===== src/shared/i2csr_pkg.sv =====
`default_nettype none
package i2csr_pkg;
    // Fixed upper four bits of the bus address
    localparam logic [3:0] ADDR_HI = 4'hA;
    // Standard and fast bus rates, in kHz
    localparam int RATE_STD_KHZ = 100;
    localparam int RATE_FAST_KHZ = 400;
    // Bits in one byte
    localparam logic [3:0] BYTE_BITS = 4'h8;
    // Register pointer value after reset
    localparam logic [7:0] PTR_RESET = 8'h00;
    // Receive shifter value after reset
    localparam logic [7:0] SHIFT_RESET = 8'h00;
    // Bit counter value after reset
    localparam logic [3:0] CNT_RESET = 4'h0;
    // Transaction phases
    typedef enum logic [2:0] {
        I2CSR_IDLE,
        I2CSR_ADDR,
        I2CSR_PTR,
        I2CSR_WDATA,
        I2CSR_RDATA,
        I2CSR_ACK,
        I2CSR_RACK
    } i2csr_state_t;
endpackage : i2csr_pkg
`default_nettype wire


===== src/rtl/i2csr_slave.sv =====
`timescale 1ns/1ps
`default_nettype none
module i2csr_slave (
    input wire logic clock_i,
    input wire logic rst_n_i,
    input wire logic scl_i,
    input wire logic sda_i,
    input wire logic [2:0] addr_sel_i,
    output logic sda_o,
    output logic sda_oe_n_o,
    output logic [7:0] reg_addr_o,
    output logic [7:0] reg_wdata_o,
    output logic reg_we_o,
    input wire logic [7:0] reg_rdata_i,
    output logic [7:0] pointer_o,
    output logic busy_o
);
    // Synchronised bus lines
    logic scl_s;
    logic sda_s;
    // Previous synchronised values for edge finding
    logic scl_d_reg;
    logic sda_d_reg;
    logic scl_rise;
    logic scl_fall;
    logic start_cond;
    logic stop_cond;

    // State of the transaction
    i2csr_pkg::i2csr_state_t state_reg, state_next;
    // Phase that follows the acknowledge slot
    i2csr_pkg::i2csr_state_t after_reg, after_next;
    logic [7:0] shift_reg, shift_next;
    logic [3:0] cnt_reg, cnt_next;
    logic [7:0] ptr_reg, ptr_next;
    logic [7:0] wdata_reg, wdata_next;
    logic we_reg, we_next;
    // Open-drain pull: one means the line is held low
    logic pull_reg, pull_next;
    logic busy_reg, busy_next;

    // Both lines pass two flops before use
    i2csr_sync u_sync_scl (
        .clock_i(clock_i),
        .rst_n_i(rst_n_i),
        .d_i(scl_i),
        .q_o(scl_s)
    );
    i2csr_sync u_sync_sda (
        .clock_i(clock_i),
        .rst_n_i(rst_n_i),
        .d_i(sda_i),
        .q_o(sda_s)
    );
    // Address straps are pins too, so they cross through two flops
    logic [2:0] addr_sel_s;
    for (genvar g = 0; g < 3; g++) begin : g_sel_sync
        i2csr_sync u_sync_sel (
            .clock_i(clock_i),
            .rst_n_i(rst_n_i),
            .d_i(addr_sel_i[g]),
            .q_o(addr_sel_s[g])
        );
    end

    // Own address match; fixed high nibble
    function automatic logic addr_hit(input logic [6:0] a, input logic [2:0] sel);
        addr_hit = (a == {i2csr_pkg::ADDR_HI, sel});
    endfunction : addr_hit

    // Edge and condition decode
    always_comb begin
        scl_rise = scl_s && !scl_d_reg;
        scl_fall = !scl_s && scl_d_reg;
        start_cond = scl_s && scl_d_reg && sda_d_reg && !sda_s;
        stop_cond = scl_s && scl_d_reg && !sda_d_reg && sda_s;
    end

    // Next-state logic; any bus rate well below the system clock works, bit timing follows clock edges
    always_comb begin
        state_next = state_reg;
        after_next = after_reg;
        shift_next = shift_reg;
        cnt_next = cnt_reg;
        ptr_next = ptr_reg;
        wdata_next = wdata_reg;
        we_next = 1'b0;
        pull_next = pull_reg;
        busy_next = busy_reg;
        if (stop_cond) begin
            state_next = i2csr_pkg::I2CSR_IDLE;
            pull_next = 1'b0;
            busy_next = 1'b0;
        end else if (start_cond) begin
            state_next = i2csr_pkg::I2CSR_ADDR;
            cnt_next = i2csr_pkg::CNT_RESET;
            pull_next = 1'b0;
            busy_next = 1'b1;
        end else begin
            case (state_reg)
                i2csr_pkg::I2CSR_IDLE: begin
                    pull_next = 1'b0;
                end
                i2csr_pkg::I2CSR_ADDR, i2csr_pkg::I2CSR_PTR, i2csr_pkg::I2CSR_WDATA: begin
                    // sample MSB first on rising clock
                    if (scl_rise) begin
                        shift_next = {shift_reg[6:0], sda_s};
                        cnt_next = cnt_reg + 4'h1;
                    end
                    if (scl_fall && cnt_reg == i2csr_pkg::BYTE_BITS) begin
                        cnt_next = i2csr_pkg::CNT_RESET;
                        if (state_reg == i2csr_pkg::I2CSR_ADDR) begin
                            if (addr_hit(shift_reg[7:1], addr_sel_s)) begin
                                pull_next = 1'b1;
                                state_next = i2csr_pkg::I2CSR_ACK;
                                after_next = shift_reg[0] ? i2csr_pkg::I2CSR_RDATA
                                                          : i2csr_pkg::I2CSR_PTR;
                            end else begin
                                state_next = i2csr_pkg::I2CSR_IDLE;
                                busy_next = 1'b0;
                            end
                        end else if (state_reg == i2csr_pkg::I2CSR_PTR) begin
                            ptr_next = shift_reg;
                            pull_next = 1'b1;
                            state_next = i2csr_pkg::I2CSR_ACK;
                            after_next = i2csr_pkg::I2CSR_WDATA;
                        end else begin
                            wdata_next = shift_reg;
                            we_next = 1'b1;
                            pull_next = 1'b1;
                            state_next = i2csr_pkg::I2CSR_ACK;
                            after_next = i2csr_pkg::I2CSR_WDATA;
                        end
                    end
                end
                i2csr_pkg::I2CSR_ACK: begin
                    // Release, or drive the first read bit, after the acknowledge clock pulse
                    if (scl_fall) begin
                        state_next = after_reg;
                        cnt_next = i2csr_pkg::CNT_RESET;
                        if (after_reg == i2csr_pkg::I2CSR_RDATA) begin
                            shift_next = reg_rdata_i;
                            pull_next = !reg_rdata_i[7];
                        end else begin
                            pull_next = 1'b0;
                        end
                    end
                end
                i2csr_pkg::I2CSR_RDATA: begin
                    if (scl_rise) begin
                        cnt_next = cnt_reg + 4'h1;
                    end
                    // change data line only while clock low
                    if (scl_fall) begin
                        if (cnt_reg == i2csr_pkg::BYTE_BITS) begin
                            // Release for master acknowledge
                            pull_next = 1'b0;
                            state_next = i2csr_pkg::I2CSR_RACK;
                        end else begin
                            shift_next = {shift_reg[6:0], 1'b0};
                            pull_next = !shift_reg[6];
                        end
                    end
                end
                i2csr_pkg::I2CSR_RACK: begin
                    // master acknowledge; wait for stop or restart
                    pull_next = 1'b0;
                end
                default: begin
                    state_next = i2csr_pkg::I2CSR_IDLE;
                    pull_next = 1'b0;
                end
            endcase
        end
    end

    // Register everything
    always_ff @(posedge clock_i) begin
        if (!rst_n_i) begin
            scl_d_reg <= 1'b1;
            sda_d_reg <= 1'b1;
            state_reg <= i2csr_pkg::I2CSR_IDLE;
            after_reg <= i2csr_pkg::I2CSR_IDLE;
            shift_reg <= i2csr_pkg::SHIFT_RESET;
            cnt_reg <= i2csr_pkg::CNT_RESET;
            ptr_reg <= i2csr_pkg::PTR_RESET;
            wdata_reg <= i2csr_pkg::SHIFT_RESET;
            we_reg <= 1'b0;
            pull_reg <= 1'b0;
            busy_reg <= 1'b0;
        end else begin
            scl_d_reg <= scl_s;
            sda_d_reg <= sda_s;
            state_reg <= state_next;
            after_reg <= after_next;
            shift_reg <= shift_next;
            cnt_reg <= cnt_next;
            ptr_reg <= ptr_next;
            wdata_reg <= wdata_next;
            we_reg <= we_next;
            pull_reg <= pull_next;
            busy_reg <= busy_next;
        end
    end

    // no clock output; data pin is open drain only
    assign sda_o = 1'b0;
    assign sda_oe_n_o = !pull_reg;
    assign reg_addr_o = ptr_reg;
    assign reg_wdata_o = wdata_reg;
    assign reg_we_o = we_reg;
    assign pointer_o = ptr_reg;
    assign busy_o = busy_reg;

    AST_NO_PULL_IDLE: assert property (@(posedge clock_i) disable iff (!rst_n_i)
        (state_reg == i2csr_pkg::I2CSR_IDLE) |=> !pull_reg)
        else $error("Data line pulled while idle");
    AST_ACK_PULL: assert property (@(posedge clock_i) disable iff (!rst_n_i)
        (state_reg == i2csr_pkg::I2CSR_ACK) |-> pull_reg)
        else $error("Acknowledge slot not pulled low");
    AST_WE_PULSE: assert property (@(posedge clock_i) disable iff (!rst_n_i)
        reg_we_o |=> !reg_we_o)
        else $error("Write strobe longer than one cycle");
    AST_STOP_IDLE: assert property (@(posedge clock_i) disable iff (!rst_n_i)
        stop_cond |=> (state_reg == i2csr_pkg::I2CSR_IDLE && !pull_reg))
        else $error("Stop did not end transfer");
    AST_START_ADDR: assert property (@(posedge clock_i) disable iff (!rst_n_i)
        (start_cond && !stop_cond) |=> (state_reg == i2csr_pkg::I2CSR_ADDR))
        else $error("Start not detected");
    // pointer changes only at pointer byte end
    AST_PTR_HOLD: assert property (@(posedge clock_i) disable iff (!rst_n_i)
        (state_reg != i2csr_pkg::I2CSR_PTR) |=> $stable(ptr_reg))
        else $error("Pointer changed outside pointer phase");
    // output changes only when clock low
    AST_SDA_CHANGE: assert property (@(posedge clock_i) disable iff (!rst_n_i)
        ($changed(pull_reg) && !$past(stop_cond) && !$past(start_cond)) |-> !scl_d_reg)
        else $error("Data line changed while clock high");
    // first read bit equals register MSB
    AST_READ_MSB: assert property (@(posedge clock_i) disable iff (!rst_n_i)
        (state_reg == i2csr_pkg::I2CSR_ACK && after_reg == i2csr_pkg::I2CSR_RDATA
         && scl_fall && !start_cond && !stop_cond)
        |=> (pull_reg == !$past(reg_rdata_i[7])))
        else $error("Read MSB wrong");
    // open drain, pulls only in own slots
    AST_OPEN_DRAIN: assert property (@(posedge clock_i) disable iff (!rst_n_i)
        !sda_oe_n_o |-> (!sda_o && (state_reg == i2csr_pkg::I2CSR_ACK
         || state_reg == i2csr_pkg::I2CSR_RDATA)))
        else $error("Data line pulled outside own slot");
endmodule : i2csr_slave
`default_nettype wire


===== src/rtl/i2csr_sync.sv =====
`timescale 1ns/1ps
`default_nettype none
// Two-flop synchroniser for one bus line
module i2csr_sync (
    input wire logic clock_i,
    input wire logic rst_n_i,
    input wire logic d_i,
    output logic q_o
);
    // Metastable first stage, read only by the second
    logic meta_reg;
    logic meta_next;
    logic q_reg;
    logic q_next;

    // Next values
    always_comb begin
        meta_next = d_i;
        q_next = meta_reg;
    end

    // Lines idle high, so reset to one
    always_ff @(posedge clock_i) begin
        if (!rst_n_i) begin
            meta_reg <= 1'b1;
            q_reg <= 1'b1;
        end else begin
            meta_reg <= meta_next;
            q_reg <= q_next;
        end
    end

    assign q_o = q_reg;
endmodule : i2csr_sync
`default_nettype wire


===== config.mk =====
export PLATFORM = sky130hd
export DESIGN_NAME = i2csr_slave
export DESIGN_NICKNAME = d
export VERILOG_FILES = /design/src/shared/i2csr_pkg.sv /design/src/rtl/i2csr_slave.sv /design/src/rtl/i2csr_sync.sv
export SDC_FILE = /design/constraint.sdc
export NUM_CORES = 1
export LEC_CHECK = 0
export BUFFER_PORTS_ARGS = -buffer_cell sky130_fd_sc_hd__buf_2
export CAP_MARGIN = 20
export CORE_ASPECT_RATIO = 2
export CORE_MARGIN = 3
export CORE_UTILIZATION = 44
export CTS_CLUSTER_SIZE = 30
export DETAILED_ROUTE_END_ITERATION = 7
export PLACE_DENSITY = 0.67
export SKIP_LAST_GASP = 1
export SYNTH_ARGS = -nofsm -noshare
export SYNTH_HDL_FRONTEND = slang
export SYNTH_HIERARCHICAL = 1
export SYNTH_SLANG_ARGS = --single-unit

===== constraint.sdc =====
create_clock -name clock_i -period 2.3 [get_ports clock_i]
set_clock_uncertainty 0.05 [all_clocks]
set_input_delay 0.23 -clock clock_i [delete_from_list [all_inputs] [get_ports clock_i]]
set_output_delay 0.23 -clock clock_i [all_outputs]
set_load 0.005 [all_outputs]

==> reports/qor.yml <==
crit_arrival_ns: 2.30
hold_viol_final: 0
viasPerCell: 5.38
final_common_cell: "dfxtp_1"
cp_max_fo: 8
clock-root-buffer: "clkbuf_8"
num_io_pins: 43
status: "completed"
hold_depth: 2
final_layout_size_suffix_gt1_frac: 0.252
final_max_slew_viol_count: 0
first_iter_violations: 63
stdcell_area_sq_um: 2770
setup_violations: 0
grt-ovfl-total: 0
path_class: "reg -> reg"
slowest_stage: "or3b_4"
ys_types: 55
synth_flop_cell: "dfxtp_1"
rsz0062_at_grt: "false"
numPortBuffers: 41
grt_max_degree: 19
max_freq_ghz: 0.470
synth_top_area_cell: "dfxtp_1"
clk_pin_slew_ns: 0.09
clock_latency_ns: 0.31
grt_usage: 0.171
fp.dieArea_sq_um: 6590
wl_per_cell_um: 14.7
hpwl_um: 4080
rr_endpoint: "cnt_reg[0]"
finalPower_uw: 1500
synth_top_area_frac: 0.398
critPathMaxStageDelay_ns: 0.45
tightestPinTransition_ns: 0.634
peakVddDrop_uv: 435
rows: 38
layout.area.seq_sq_um: 981
path_cells: "inv_1, ha_1, and3b_1, a311oi_4, or3b_4, o32ai_1"
cts_tree: "built"
finalSetupTns_ns: 0
reg2reg_slack_ns: 0.17
cts_htree_levels: 2
hold_path.startpoint: "addr_sel_i[0]"
drt_pre_antenna_iters: 4
synth_area_leaders: "dfxtp_1, mux2i_1, nand2_1, nand2b_1, nor2_1"
die_w_um: 58.9
n_antenna_cell: 0
cap_violations: 0
multiInputGateArea_sq_um: 1300
avgSynthCellArea_sq_um: 9.16
r2r_start: "cnt_reg[0]"
layout_common_cells: "dfxtp_1, buf_2, nand2_1, mux2i_1, nor2_1"
grt_pass1_wl_um: 8720
cts_sinks: 49
synthCells: 269
p_per_area_nw_per_um2: 540
die_h_um: 112
syn-num-nets: 286
min_to: "g_sel_sync[0].u_sync_sel/meta_reg"
layout_worst_path_cycle_share: 0.925
gp_congestion: 0.802
numCtsBuffers: 5
cts_resized: 0
start_kind: "register"
grt_antenna_before_repair: 0
cp_top_family: "simple AND/OR/NAND/NOR gates"
critPathBufInv: 1
fillers: 523
ys_async_sr_fraction: 0
layout.nets: 318
hold_buffers: 0
mappedNetlistArea_sq_um: 2460
synth_edf_count: 0
grt_pass1_vias: 1821
core_area_sq_um: 5420
p_leak_uw: 0.00128
min_period_ns: 2.13
initial_utilization: 0.455
cts_setup_buffers: 0
drt_wl_total_um: 5310
drtAntennaViolNets: 0
slew_headroom: 0.576
yosys_warnings: 6
post_dp_cell_area_sq_um: 2680
via_count: 1948
synth_seq_cells: 49
cp.required_ns: 2.47
syn2layout_area_growth_pct: 12.5
clockBufferDepth: 2
worst-r2r-cell-count: 6
worstHoldPathType: "in -> reg"
endpoint_kind: "register"
drc: 0
ys_seq_area_frac: 0.398
## worst max path at each step
stage | startpoint | to | cells after the start
after global placement | cnt_reg[0] | cnt_reg[1] | 6
final | cnt_reg[0] | cnt_reg[0] | 6
after CTS | cnt_reg[0] | cnt_reg[1] | 6
after detailed placement | cnt_reg[0] | cnt_reg[1] | 6
after floorplan | cnt_reg[0] | cnt_reg[0] | 7
after global routing | cnt_reg[0] | cnt_reg[1] | 6
## synthesized netlist by cell type (all sizes together), types with 3 or more instances
library cell and count:
a211oi 5, a21oi 5, a31oi 3, and4b 3, buf 18, clkbuf 9, dfxtp 49, inv 8
mux2 7, mux2i 25, nand2 29, nand2b 16, nand3 3, nand3b 3, nand4 5, nor2 22
nor2b 4, nor3 3, nor3b 4, nor4 3, o21ai 7, o22ai 3, xor2 4
## metrics by stage
stage | hold WS, ns | cells | setup slack (ns) | util
after global routing | 0.0385 | 362 | 0.0386 | 0.511
after floorplan | 0.253 | 269 | 0.322 | -
after global placement | 0.341 | 354 | 0.250 | 0.494
after CTS | 0.0395 | 362 | 0.168 | 0.511
after detailed placement | 0.342 | 354 | 0.180 | 0.494
final | 0.0497 | 362 | 0.173 | 0.511
## routing by layer
layer,vias up,track usage,wire [um]
met5,-,0,0
met2,51,0.307,2970
li1,992,-,-
met3,11,0.0278,189
met4,0,0.0832,111
met1,894,0.184,2030
## cell type report
cell class	count	area share
clock buffer	6	0.0298
clock inverter	2	0.00497
inverter	8	0.0108
multi-input combinational	185	0.470
sequential	49	0.354
tap	60	0.0271
timing repair buffer	52	0.104
## cells by family after synthesis
group | after synthesis | synth area share
simple gates | 107 | 0.244
buf+inv | 35 | 0.0736
flops | 49 | 0.398
fa+ha+maj | 2 | 0.0102
other cells | 1 | 0.00152
mux | 32 | 0.134
compound gates | 39 | 0.125
xor+xnor | 4 | 0.0142
## power breakdown
part	switching, uW	total (uW)	internal (uW)
Sequential	9.63	869	859
Clock	295	539	244
Combinational	49.4	89.5	40.1
Total	354	1500	1140
Note: power is estimated with default switching activity, not from simulation.
